### src/design/pdcc_pkg.sv
package pdcc_pkg;
	// word indexes: printed offset 0xff3d is not a multiple of four, so 0xff3c/0xff3d are indexes
	localparam logic [15:0] IDX_HALT_HIGH   = 16'hFF3C;
	localparam logic [15:0] IDX_HALT_LOW    = 16'hFF3D;
	localparam logic [15:0] IDX_STANDBY     = 16'hFF3A;
	localparam logic [15:0] IDX_CLOCK       = 16'hFF3B;
	localparam logic [15:0] IDX_MODE        = 16'hFF3E;
	localparam logic [15:0] IDX_POWER_CMD   = 16'hFF3F;
	localparam logic [15:0] IDX_POWER_STAT  = 16'hFF40;

	// reset values
	localparam logic [7:0] RST_HALT_HIGH = 8'h3F;
	localparam logic [7:0] RST_HALT_LOW  = 8'hFF;
	localparam logic [7:0] RST_STANDBY   = 8'h08;
	localparam logic [7:0] RST_CLOCK     = 8'h00;
	localparam logic [4:0] MODE_UPPER    = 5'h10;

	// standby_control fields
	localparam int STB_DEEP   = 7;
	localparam int STB_WAIT_H = 6;
	localparam int STB_WAIT_L = 4;
	localparam int STB_KEEP   = 3;
	localparam int STB_WAKE   = 0;
	localparam logic [7:0] STB_WMASK = 8'hF9;

	// system_clock_control fields
	localparam int CLK_HALT  = 7;
	localparam int CLK_SCOPE = 5;
	localparam logic [7:0] CLK_WMASK = 8'hA7;

	// power command bits
	localparam int CMD_SLEEP = 0;

	// wait counts in states
	localparam int WAIT_0 = 8192;
	localparam int WAIT_5 = 262144;
	localparam int WAIT_7 = 16;

	typedef enum logic [1:0] {
		PDCC_RUN     = 2'b00,
		PDCC_SLEEP   = 2'b01,
		PDCC_STANDBY = 2'b11,
		PDCC_SETTLE  = 2'b10
	} pdcc_state_t;
endpackage

### src/design/pdcc_top.sv
// The implementer's own choice: the AXI4-Lite interface to the registers.
`timescale 1ns/1ps
// Behaviour
// - standby bit picks sleep or deep standby
// - wait field picks standby exit settling states
// - keep bit holds or floats bus outputs
// - irq3-7 wake standby only when selected
// - scope 0: bus master clock divided
// - scope 1: whole chip clock divided
// - clock pin: clock, high, or floating
// - stop bits halt modules; reset 0x3fff
// - stop bits map onto named modules
// - mode status reads pins, bit7 one
module pdcc_top
	import pdcc_pkg::*;
#(
	parameter int WAIT_SHORT_DIV = 1
) (
	input  wire logic        aclk,
	input  wire logic        aresetn,
	input  wire logic [31:0] s_axi_awaddr,
	input  wire logic        s_axi_awvalid,
	output logic             s_axi_awready,
	input  wire logic [31:0] s_axi_wdata,
	input  wire logic [3:0]  s_axi_wstrb,
	input  wire logic        s_axi_wvalid,
	output logic             s_axi_wready,
	output logic [1:0]       s_axi_bresp,
	output logic             s_axi_bvalid,
	input  wire logic        s_axi_bready,
	input  wire logic [31:0] s_axi_araddr,
	input  wire logic        s_axi_arvalid,
	output logic             s_axi_arready,
	output logic [31:0]      s_axi_rdata,
	output logic [1:0]       s_axi_rresp,
	output logic             s_axi_rvalid,
	input  wire logic        s_axi_rready,
	input  wire logic        sleep_exec,
	input  wire logic [7:0]  irq_wake_n,
	input  wire logic        nmi_wake,
	input  wire logic        hw_standby,
	input  wire logic [2:0]  mode_pins,
	output logic             cpu_clock_en,
	output logic             chip_clock_en,
	output logic             clock_pin_o,
	output logic             clock_pin_oe,
	output logic             bus_out_oe,
	output logic             bus_out_hold,
	output logic             standby_active,
	output logic             sleep_active,
	output logic [15:0]      module_halt
);

	////////////////////////////////////////////////////////////////////////
	// state

	typedef struct packed {
		logic              awready;
		logic              wready;
		logic              bvalid;
		logic [1:0]        bresp;
		logic              arready;
		logic              rvalid;
		logic [1:0]        rresp;
		logic [31:0]       rdata;
		logic              aw_held;
		logic [15:0]       aw_idx;
		logic              w_held;
		logic [31:0]       wdata;
		logic [3:0]        wstrb;
		logic [7:0]        stb;
		logic [7:0]        clk;
		logic [15:0]       halt;
		pdcc_state_t       st;
		logic [18:0]       wait_cnt;
		logic [4:0]        div_cnt;
		logic              cpu_en;
		logic              chip_en;
		logic              pin_o;
		logic              pin_oe;
		logic              bus_oe;
		logic              bus_hold;
		logic              sby_out;
		logic              slp_out;
	} pdcc_regs_t;

	pdcc_regs_t s_r;
	pdcc_regs_t s_nxt;

	////////////////////////////////////////////////////////////////////////
	// helpers

	function automatic logic [15:0] addr_idx(input logic [31:0] a);
		addr_idx = a[17:2];
	endfunction

	function automatic logic [18:0] wait_states(input logic [2:0] code);
		logic [18:0] w;
		w = 19'(WAIT_0);
		unique case (code)
			3'h0, 3'h1, 3'h2, 3'h3, 3'h4, 3'h5: w = 19'(WAIT_0) << code;
			3'h7: w = 19'(WAIT_7);
			default: w = 19'(WAIT_5); // reserved code: take longest wait, safe for oscillator
		endcase
		wait_states = w / 19'(WAIT_SHORT_DIV);
	endfunction

	// divider mask: enable when low bits of counter all zero
	function automatic logic [4:0] div_mask(input logic [2:0] code);
		logic [4:0] m;
		m = 5'h00;
		unique case (code)
			3'h1: m = 5'h01;
			3'h2: m = 5'h03;
			3'h3: m = 5'h07;
			3'h4: m = 5'h0F;
			3'h5: m = 5'h1F;
			default: m = 5'h00;
		endcase
		div_mask = m;
	endfunction

	function automatic logic [7:0] apply_strb(input logic [7:0] old, input logic [7:0] nw,
			input logic [7:0] msk, input logic lane);
		apply_strb = lane ? ((old & ~msk) | (nw & msk)) : old;
	endfunction

	////////////////////////////////////////////////////////////////////////
	// next-state logic

	logic [7:0]  mode_rd;
	logic [31:0] rd_word;
	logic        rd_ok;
	logic        wr_ok;
	logic        wake;
	logic [2:0]  sel;
	logic [4:0]  mask;
	logic        tick;

	// mode readback: bit7 one, low bits follow pins
	assign mode_rd = {MODE_UPPER, mode_pins};

	always_comb begin
		s_nxt   = s_r;
		rd_ok   = 1'b1;
		rd_word = 32'h0000_0000;
		wr_ok   = 1'b1;

		// write address and data captured independently, in either order
		if (s_axi_awvalid && s_r.awready) begin
			s_nxt.aw_held = 1'b1;
			s_nxt.aw_idx  = addr_idx(s_axi_awaddr);
			s_nxt.awready = 1'b0;
		end
		if (s_axi_wvalid && s_r.wready) begin
			s_nxt.w_held = 1'b1;
			s_nxt.wdata  = s_axi_wdata;
			s_nxt.wstrb  = s_axi_wstrb;
			s_nxt.wready = 1'b0;
		end

		// settling countdown; a late software sleep request is ignored meanwhile
		// irq3..7 only count when the wake select bit is set
		wake = nmi_wake || !(&irq_wake_n[2:0]) ||
			(s_r.stb[STB_WAKE] && !(&irq_wake_n[7:3]));

		unique case (s_r.st)
			PDCC_RUN: begin
				if (sleep_exec)
					s_nxt.st = s_r.stb[STB_DEEP] ? PDCC_STANDBY : PDCC_SLEEP;
			end
			PDCC_SLEEP: begin
				if (wake)
					s_nxt.st = PDCC_RUN;
			end
			PDCC_STANDBY: begin
				if (wake) begin
					s_nxt.st       = PDCC_SETTLE;
					s_nxt.wait_cnt = wait_states(s_r.stb[STB_WAIT_H:STB_WAIT_L]);
				end
			end
			PDCC_SETTLE: begin
				// resume only after the count expires
				if (s_r.wait_cnt <= 19'h00001)
					s_nxt.st = PDCC_RUN;
				else
					s_nxt.wait_cnt = s_r.wait_cnt - 19'h00001;
			end
		endcase

		// completed write: both halves held and no response pending
		if (s_r.aw_held && s_r.w_held && !s_r.bvalid) begin
			unique case (s_r.aw_idx)
				IDX_STANDBY:   s_nxt.stb = apply_strb(s_r.stb, s_r.wdata[7:0], STB_WMASK, s_r.wstrb[0]);
				IDX_CLOCK:     s_nxt.clk = apply_strb(s_r.clk, s_r.wdata[7:0], CLK_WMASK, s_r.wstrb[0]);
				IDX_HALT_HIGH: s_nxt.halt[15:8] = apply_strb(s_r.halt[15:8], s_r.wdata[7:0], 8'hFF,
						s_r.wstrb[0]);
				IDX_HALT_LOW:  s_nxt.halt[7:0] = apply_strb(s_r.halt[7:0], s_r.wdata[7:0], 8'hFF,
						s_r.wstrb[0]);
				IDX_MODE: ;
				IDX_POWER_STAT: ;
				IDX_POWER_CMD: begin
					// software sleep command behaves as the instruction
					if (s_r.wstrb[0] && s_r.wdata[CMD_SLEEP] && s_r.st == PDCC_RUN)
						s_nxt.st = s_r.stb[STB_DEEP] ? PDCC_STANDBY : PDCC_SLEEP;
				end
				default: wr_ok = 1'b0;
			endcase
			s_nxt.bvalid  = 1'b1;
			s_nxt.bresp   = wr_ok ? 2'b00 : 2'b10;
			s_nxt.aw_held = 1'b0;
			s_nxt.w_held  = 1'b0;
		end
		if (s_r.bvalid && s_axi_bready) begin
			s_nxt.bvalid  = 1'b0;
			s_nxt.awready = 1'b1;
			s_nxt.wready  = 1'b1;
		end

		// read channel: one outstanding read
		if (s_axi_arvalid && s_r.arready) begin
			unique case (addr_idx(s_axi_araddr))
				IDX_STANDBY:    rd_word = {24'h000000, s_r.stb};
				IDX_CLOCK:      rd_word = {24'h000000, s_r.clk};
				IDX_HALT_HIGH:  rd_word = {24'h000000, s_r.halt[15:8]};
				IDX_HALT_LOW:   rd_word = {24'h000000, s_r.halt[7:0]};
				IDX_MODE:       rd_word = {24'h000000, mode_rd};
				IDX_POWER_CMD:  rd_word = 32'h0000_0000;
				IDX_POWER_STAT: rd_word = {30'h0000_0000, s_r.st};
				default:        rd_ok   = 1'b0;
			endcase
			s_nxt.rdata   = rd_word;
			s_nxt.rresp   = rd_ok ? 2'b00 : 2'b10;
			s_nxt.rvalid  = 1'b1;
			s_nxt.arready = 1'b0;
		end
		if (s_r.rvalid && s_axi_rready) begin
			s_nxt.rvalid  = 1'b0;
			s_nxt.arready = 1'b1;
		end

		// clock division; codes 1xx with chip scope are undefined, treated as full speed
		sel  = s_r.clk[2:0];
		mask = (s_r.clk[CLK_SCOPE] && sel[2]) ? 5'h00 : div_mask(sel);
		s_nxt.div_cnt = s_r.div_cnt + 5'h01;
		tick = ((s_r.div_cnt & mask) == 5'h00);
		if (s_nxt.st != PDCC_RUN) begin
			// internal clocks stop in standby and during settling; cpu stops in sleep
			s_nxt.cpu_en  = 1'b0;
			s_nxt.chip_en = (s_nxt.st == PDCC_SLEEP);
		end else if (s_r.clk[CLK_SCOPE]) begin
			s_nxt.cpu_en  = tick;
			s_nxt.chip_en = tick;
		end else begin
			s_nxt.cpu_en  = tick;
			s_nxt.chip_en = 1'b1;
		end

		// clock pin: follows clock unless halted or in standby; floats in hardware standby
		s_nxt.pin_oe = !hw_standby;
		s_nxt.pin_o  = s_r.clk[CLK_HALT] || s_nxt.st == PDCC_STANDBY || s_nxt.st == PDCC_SETTLE ||
			!s_r.pin_o;

		// bus outputs in standby: hold or float
		if (hw_standby) begin
			s_nxt.bus_oe   = 1'b0;
			s_nxt.bus_hold = 1'b0;
		end else if (s_nxt.st == PDCC_STANDBY || s_nxt.st == PDCC_SETTLE) begin
			s_nxt.bus_oe   = s_r.stb[STB_KEEP];
			s_nxt.bus_hold = s_r.stb[STB_KEEP];
		end else begin
			s_nxt.bus_oe   = 1'b1;
			s_nxt.bus_hold = 1'b0;
		end

		// mode flags registered with the state so the outputs come from flops
		s_nxt.sby_out = (s_nxt.st == PDCC_STANDBY) || (s_nxt.st == PDCC_SETTLE);
		s_nxt.slp_out = (s_nxt.st == PDCC_SLEEP);
	end

	////////////////////////////////////////////////////////////////////////
	// register update

	always_ff @(posedge aclk) begin
		if (!aresetn) begin
			s_r          <= '0;
			s_r.awready  <= 1'b1;
			s_r.wready   <= 1'b1;
			s_r.arready  <= 1'b1;
			s_r.stb      <= RST_STANDBY;
			s_r.clk      <= RST_CLOCK;
			// dma and transfer controller run, others stopped
			s_r.halt     <= {RST_HALT_HIGH, RST_HALT_LOW};
			s_r.st       <= PDCC_RUN;
			s_r.pin_o    <= 1'b1;
			s_r.pin_oe   <= 1'b1;
			s_r.bus_oe   <= 1'b1;
			s_r.cpu_en   <= 1'b1;
			s_r.chip_en  <= 1'b1;
		end else begin
			s_r <= s_nxt;
		end
	end

	// outputs straight from flops
	assign s_axi_awready  = s_r.awready;
	assign s_axi_wready   = s_r.wready;
	assign s_axi_bvalid   = s_r.bvalid;
	assign s_axi_bresp    = s_r.bresp;
	assign s_axi_arready  = s_r.arready;
	assign s_axi_rvalid   = s_r.rvalid;
	assign s_axi_rresp    = s_r.rresp;
	assign s_axi_rdata    = s_r.rdata;
	assign cpu_clock_en   = s_r.cpu_en;
	assign chip_clock_en  = s_r.chip_en;
	assign clock_pin_o    = s_r.pin_o;
	assign clock_pin_oe   = s_r.pin_oe;
	assign bus_out_oe     = s_r.bus_oe;
	assign bus_out_hold   = s_r.bus_hold;
	assign standby_active = s_r.sby_out;
	assign sleep_active   = s_r.slp_out;
	// bit15 mover, 14 transfer, 13 pulse timer ... 7-5 serial 2-0, 4 converters 2/3
	assign module_halt    = s_r.halt;

endmodule // pdcc_top

### config.mk
export PLATFORM = sky130hd
export DESIGN_NAME = pdcc_top
export DESIGN_NICKNAME = d
export VERILOG_FILES = /design/src/design/pdcc_pkg.sv /design/src/design/pdcc_top.sv
export SDC_FILE = /design/constraint.sdc
export NUM_CORES = 1
export LEC_CHECK = 0
export ABC_AREA = 1
export BUFFER_PORTS_ARGS = -buffer_cell sky130_fd_sc_hd__buf_2
export CAP_MARGIN = 20
export CORE_AREA = 2 2 112 103
export CTS_BUF_LIST = sky130_fd_sc_hd__clkbuf_8
export DETAILED_ROUTE_END_ITERATION = 10
export DIE_AREA = 0 0 114 105
export PLACE_DENSITY = 0.92
export SYNTH_ARGS = -nofsm -noshare
export SYNTH_HDL_FRONTEND = slang
export SYNTH_SLANG_ARGS = --single-unit
### constraint.sdc
create_clock -name aclk -period 4.4 [get_ports aclk]
set_clock_uncertainty 0.15 [all_clocks]
set_input_delay 0.66 -clock aclk [delete_from_list [all_inputs] [get_ports aclk]]
set_output_delay 0.66 -clock aclk [all_outputs]
set_load 0.01 [all_outputs]
==> results of run 1 <==
[metrics by stage]
| stage | cell area [um^2] | setup slack, ns | hold slack, ns | power [mW] |
|---|---|---|---|---|
| 2_1_floorplan | 5520 | 2.49 | 0.275 | 1.13 |
| 5_1_grt | 5890 | 2.08 | 0.276 | 1.80 |
| 3_5_place_dp | 5700 | 1.95 | 0.243 | 1.17 |
| 6_report | 5890 | 2.26 | 0.265 | 1.72 |
| 4_1_cts | 5890 | 2.29 | 0.271 | 1.73 |
| 3_3_place_gp | 5700 | 1.97 | 0.239 | 1.16 |
[metal layers]
layer | GRT usage [%] | vias to the layer above
met4 | 5.92 | 0
met1 | 26.8 | 2365
met5 | 0 | -
met3 | 5.34 | 19
li1 | - | 2665
met2 | 34.5 | 208
[Yosys cell counts (3+ instances only)]
cell | n | area share (%)
o21ai_0 | 46 | 4.2
nand4_1 | 13 | 1.5
nand3_2 | 3 | 0.55
xnor2_1 | 4 | 0.65
nor3_1 | 5 | 0.46
nand2_2 | 3 | 0.35
dfxtp_1 | 103 | 38
clkbuf_1 | 17 | 1.2
buf_2 | 3 | 0.28
a21oi_1 | 46 | 4.2
ha_1 | 3 | 0.69
inv_1 | 67 | 4.6
nand3_1 | 72 | 6.6
nor2_1 | 140 | 9.7
o211ai_1 | 11 | 1.5
o21ai_1 | 3 | 0.28
inv_2 | 3 | 0.21
buf_4 | 52 | 7.2
nor2_2 | 5 | 0.58
xor2_1 | 3 | 0.48
nand2_1 | 191 | 13
[area by class of cell]
class                      count  area, um^2
clock buffer                   9         124
inverter                      71         267
timing repair buffer         102         515
fill                         991        4830
sequential                   103        2060
tap                          133         166
clock inverter                 7        66.3
multi-input combinational    590        2690
[logic make-up after synthesis]
kind of cell	count (synthesis)	synth area share, %
and+or+nand+nor	443	35.0
adders and majority gates	3	0.692
other	1	0.0691
DFF	103	38.0
xor gates and xnor gates	7	1.13
AOI/OAI and AO/OA	111	10.9
buffers and inverters	146	14.2
[power by group]
| group | leakage (nW) | internal, mW | switching [mW] |
|---|---|---|---|
| Clock | 0.0945 | 0.217 | 0.351 |
| Combinational | 1.96 | 0.0573 | 0.100 |
| Sequential | 0.841 | 0.965 | 0.0265 |
| Total | 2.89 | 1.24 | 0.478 |
[worst paths after layout]
check | endpoint | slack (ns)
setup reg to reg | s_r[26]$_SDFFE_PN0P_ | 2.26
setup / recovery | s_r[26]$_SDFFE_PN0P_ | 2.26
hold / removal | clock_pin_o$_SDFF_PN1_ | 0.26
hold reg to reg | clock_pin_o$_SDFF_PN1_ | 0.26
==> flow_summary_export.csv, run 1 <==
group,metric,value,unit
setup_path,reg2regPathDepth,8,
sta,hold_viol,0,
setup_path,worst-path-buf-inv,2,
grt,grt_remaining_overflow,0,
clock_network,cts_sinks,103,
synthesis,async_flop_share,0,%
grt,grt_pass1_vias,4573,
setup_path,crit_arrival,2.30,ns
floorplanning,chipWidth,114,um
worst_hold_path,hold_start,"clock_pin_o$_SDFF_PN1_",
setup_path,crit_cells,8,
final_layout,utilization,54.9,%
clock_network,cts_setup_buffers,0,
clock_network,ctsResizeCount,0,
placed_design,numPortBuffers,100,
synthesis,synth-edff-count,0,
power,power.density,292,nW/um^2
final_layout,syn2layout_area_growth,8.54,%
clock_network,cts_max_level,3,
routing,wl_met1,5670,um
grt,grt_pass1_wl,20500,um
grt,antenna_found_initial,0,
setup_path,slowest_stage,"dfxtp_1",
synthesis,ys_seq_area_share,38.0,%
synthesis,syn_inst,814,
setup_path,critPathLaunch,"s_r[32]$_SDFF_PN0_",
routing,drt_iter0_drc,403,
clock_network,clockBufferDepth,2,
sta,setup_viol,0,
setup_path,crit_family,"simple AND/OR/NAND/NOR gates",
floorplanning,core,10700,um^2
routing,drcViolationCount,0,
clock_network,cts_made_buffers,9,
sta,tns,0,ns
synthesis,synthesis.area,5420,um^2
power,p_leak,2.89,nW
sta,clock.fmax,466,MHz
setup_path,crit_required,4.56,ns
final_layout,final_cells,1015,
setup_path,cp_slowest_stage_delay,0.47,ns
setup_path,cp_max_fo,16,
power,irDropWorstVdd,0.177,mV
final_layout,nets,1001,
sta,slew_headroom,49.4,%
routing,via_per_inst,5.18,
floorplanning,dieHeight,105,um
placed_design,place.gp.congestion,0.913,
synthesis,synth_ff_type,"dfxtp_1",
setup_path,end_kind,"flip-flop",
routing,ant_nets,0,
grt,groute.usage.overall,20.9,%
placed_design,hpwl,9370,um
routing,route.met3.wl,949,um
placed_design,dpl.cell_count,999,
status,status,"complete, no violations",
final_layout,final_cell_mix,"nand2_1, nor2_1, dfxtp_1",
synthesis,synth_warnings,0,
flow_run,drv_cap,0,
sta,tightest_slew,0.751,ns
sta,layout_min_cycle_time,2.14,ns
grt,grt_max_degree,60,
setup_path,worstSetupPathType,"flip-flop to flip-flop",
routing,drt-total-wl,12600,um
floorplanning,io_pins,186,
routing,wl_per_cell,12.4,um
floorplanning,dieArea,12000,um^2
final_layout,largest_register_ffs,64,
routing,drtPass1Iterations,5,
synthesis,synth_cell_types,37,
sta,slew_viol_final,0,
final_layout,top_register,"s_r",
clock_network,holdBufCountCts,0,
clock_network,cts_tree,"done",
clock_network,cts_root_buffer,"clkbuf_8",
synthesis,avgSynthCellArea,6.66,um^2
worst_hold_path,hold_class,"flip-flop to flip-flop",
setup_path,worst_setup_path_start_kind,"flip-flop",
synthesis,ys_ff_latch,103,
clock_network,clk_pin_slew,0.09,ns
sta,rsz0062_at_grt,"false",
setup_path,cp_common_cell,"nor2_1",
routing,vias,5257,
final_layout,num_antenna_cells,0,
final_layout,final_common_cell,"nand2_1",
sta,period_share,48.7,%
floorplanning,num_rows,36,
setup_path,r2r-start,"s_r[32]$_SDFF_PN0_",
setup_path,path_cells,"inv_1 > nand2_1 > inv_1 > nor2_1 > nand3_1 > o21ai_0 > nor2_1 > nor2_1",
routing,highest_layer,"met4",
worst_hold_path,worstHoldPathCells,1,
clock_network,clk_latency,0.38,ns
final_layout,drive_above_1_share,15.9,%
routing,wl_met2,5760,um
floorplanning,start_util,50.6,%
(Power assumes the default switching activity.)
==> run 2: changes to the inputs <==
==> constraint.sdc (replaced) <==
create_clock -name aclk -period 2.1 [get_ports aclk]
set_clock_uncertainty 0.15 [all_clocks]
set_input_delay 0.315 -clock aclk [delete_from_list [all_inputs] [get_ports aclk]]
set_output_delay 0.315 -clock aclk [all_outputs]
set_load 0.01 [all_outputs]
==> flow_summary_export.csv, run 2 (same netlist as run 1, synthesis figures left out) <==
group,metric,value,unit
setup_path,slowest_stage,"dfxtp_1",
setup_path,worst_setup_path_start_kind,"flip-flop",
status,status,"complete, no violations",
grt,grt_remaining_overflow,0,
grt,grt_pass1_vias,4537,
setup_path,crit_arrival,2.05,ns
grt,antenna_found_initial,0,
final_layout,utilization,55.8,%
setup_path,r2r-start,"s_r[108]$_SDFFE_PN0P_",
sta,rsz0062_at_grt,"false",
final_layout,final_cell_mix,"nand2_1, nor2_1, dfxtp_1",
sta,setup_ws,0.170,ns
clock_network,cts_tree,"done",
setup_path,cp_max_fo,8,
placed_design,dp_slack,0.233,ns
floorplanning,start_util,50.6,%
floorplanning,core,10700,um^2
clock_network,clockBufferDepth,2,
sta,layout_min_cycle_time,1.93,ns
floorplanning,dieArea,12000,um^2
floorplanning,chipWidth,114,um
routing,ant_nets,0,
sta,period_share,91.9,%
sta,slew_viol_final,0,
clock_network,cts_made_buffers,9,
routing,vias,5208,
worst_hold_path,hold_class,"input pin to flip-flop",
worst_hold_path,hold_start,"s_axi_rready",
power,power.density,609,nW/um^2
final_layout,top_register,"s_r",
clock_network,clk_latency,0.38,ns
setup_path,path_cells,"nand2_1 > nor2_1 > inv_1 > nor3_2 > nand2_1 > o21ai_0 > a21oi_1",
final_layout,syn2layout_area_growth,10.3,%
power,irDropWorstVdd,0.381,mV
clock_network,clk_pin_slew,0.11,ns
final_layout,final_common_cell,"nand2_1",
setup_path,crit_required,2.22,ns
clock_network,cts_setup_buffers,0,
clock_network,cts_max_level,3,
setup_path,worst-path-buf-inv,1,
setup_path,crit_family,"simple AND/OR/NAND/NOR gates",
sta,hold_viol,0,
clock_network,ctsResizeCount,0,
floorplanning,dieHeight,105,um
sta,setup_viol,0,
grt,grt_pass1_wl,20700,um
grt,grt_max_degree,42,
setup_path,worstSetupPathType,"flip-flop to flip-flop",
floorplanning,io_pins,186,
placed_design,numPortBuffers,100,
sta,tns,0,ns
setup_path,critPathLaunch,"s_r[108]$_SDFFE_PN0P_",
setup_path,end_kind,"flip-flop",
setup_path,cp_slowest_stage_delay,0.38,ns
final_layout,nets,1010,
grt,groute.usage.overall,21.2,%
flow_run,drv_cap,0,
routing,drcViolationCount,0,
placed_design,place.gp.congestion,0.924,
final_layout,drive_above_1_share,16.6,%
sta,clock.fmax,518,MHz
routing,drtPass1Iterations,5,
power,p_leak,2.94,nW
routing,wl_per_cell,12.4,um
routing,via_per_inst,5.09,
final_layout,largest_register_ffs,64,
placed_design,hpwl,9530,um
clock_network,cts_sinks,103,
routing,drt-total-wl,12700,um
floorplanning,num_rows,36,
routing,drt_iter0_drc,451,
clock_network,cts_root_buffer,"clkbuf_8",
setup_path,cp_common_cell,"nand2_1",
final_layout,num_antenna_cells,0,
[run 2: changes by cell type in the layout (fill, tap and decap cells not counted), sizes merged]
| cell | change |
|---|---|
| buf | +8 |
| clkinv | -1 |
| dlygate4sd3 | +1 |
| inv | +1 |
[run 2: repair_timing]
item	in CTS	in global routing
hold buffers	1	0
setup endpoints to repair	0	0
hold endpoints to repair	1	0
[run 2: path summary, 6_finish.rpt]
path                            slack (ns)                          to  depth (start not counted)
worst max-delay path                  0.17        s_r[50]$_SDFFE_PN0P_                          7
worst min-delay path                  0.02  s_axi_arready$_SDFFE_PP1P_                          3
worst max register to register        0.17        s_r[50]$_SDFFE_PN0P_                          7
worst min register to register        0.30      clock_pin_o$_SDFF_PN1_                          1
[run 2: worst reg2reg max path, stage by stage, from the launching register on]
cell	delay, ns
dfxtp_1	0.38
nand2_1	0.07
nor2_1	0.24
inv_1	0.14
nor3_2	0.29
nand2_1	0.23
o21ai_0	0.24
a21oi_1	0.07
[run 2: cell type report]
type / instances / area (um^2)
fillers: 986 / 4740
multi-input cells: 590 / 2690
flip-flops and latches: 103 / 2060
repair buffers: 111 / 598
inverters: 71 / 267
well taps: 133 / 166
clock buffers: 9 / 124
clock inverters: 7 / 77.6
[run 2: per-stage QoR]
| step | cells | power, mW | hold slack (ns) | instance area [um^2] |
|---|---|---|---|---|
| 6_report | 1024 | 3.65 | 0.0160 | 5980 |
| 5_1_grt | 1024 | 3.81 | 0.0105 | 5980 |
| 4_1_cts | 1024 | 3.67 | 0.00253 | 5980 |
| 3_5_place_dp | 1007 | 2.46 | 0.295 | 5770 |
| 3_3_place_gp | 1007 | 2.45 | 0.284 | 5770 |
| 2_1_floorplan | 839 | 2.36 | 0.227 | 5520 |
[run 2: power breakdown]
part | leakage, nW | switching, mW | internal [mW] | total [mW]
Sequential | 0.841 | 0.0565 | 2.02 | 2.08
Combinational | 2.00 | 0.212 | 0.129 | 0.341
Clock | 0.0979 | 0.757 | 0.469 | 1.23
Total | 2.94 | 1.03 | 2.62 | 3.65
[run 2: layer usage]
metal	global-route usage [%]	vias to the layer above	wire (um)	part of all wire [%]
met5	0	-	0	0
li1	-	2680	-	-
met3	4.87	18	883	7.0
met2	33.8	204	5820	46
met4	7.40	0	208	1.6
met1	28.0	2306	5790	46
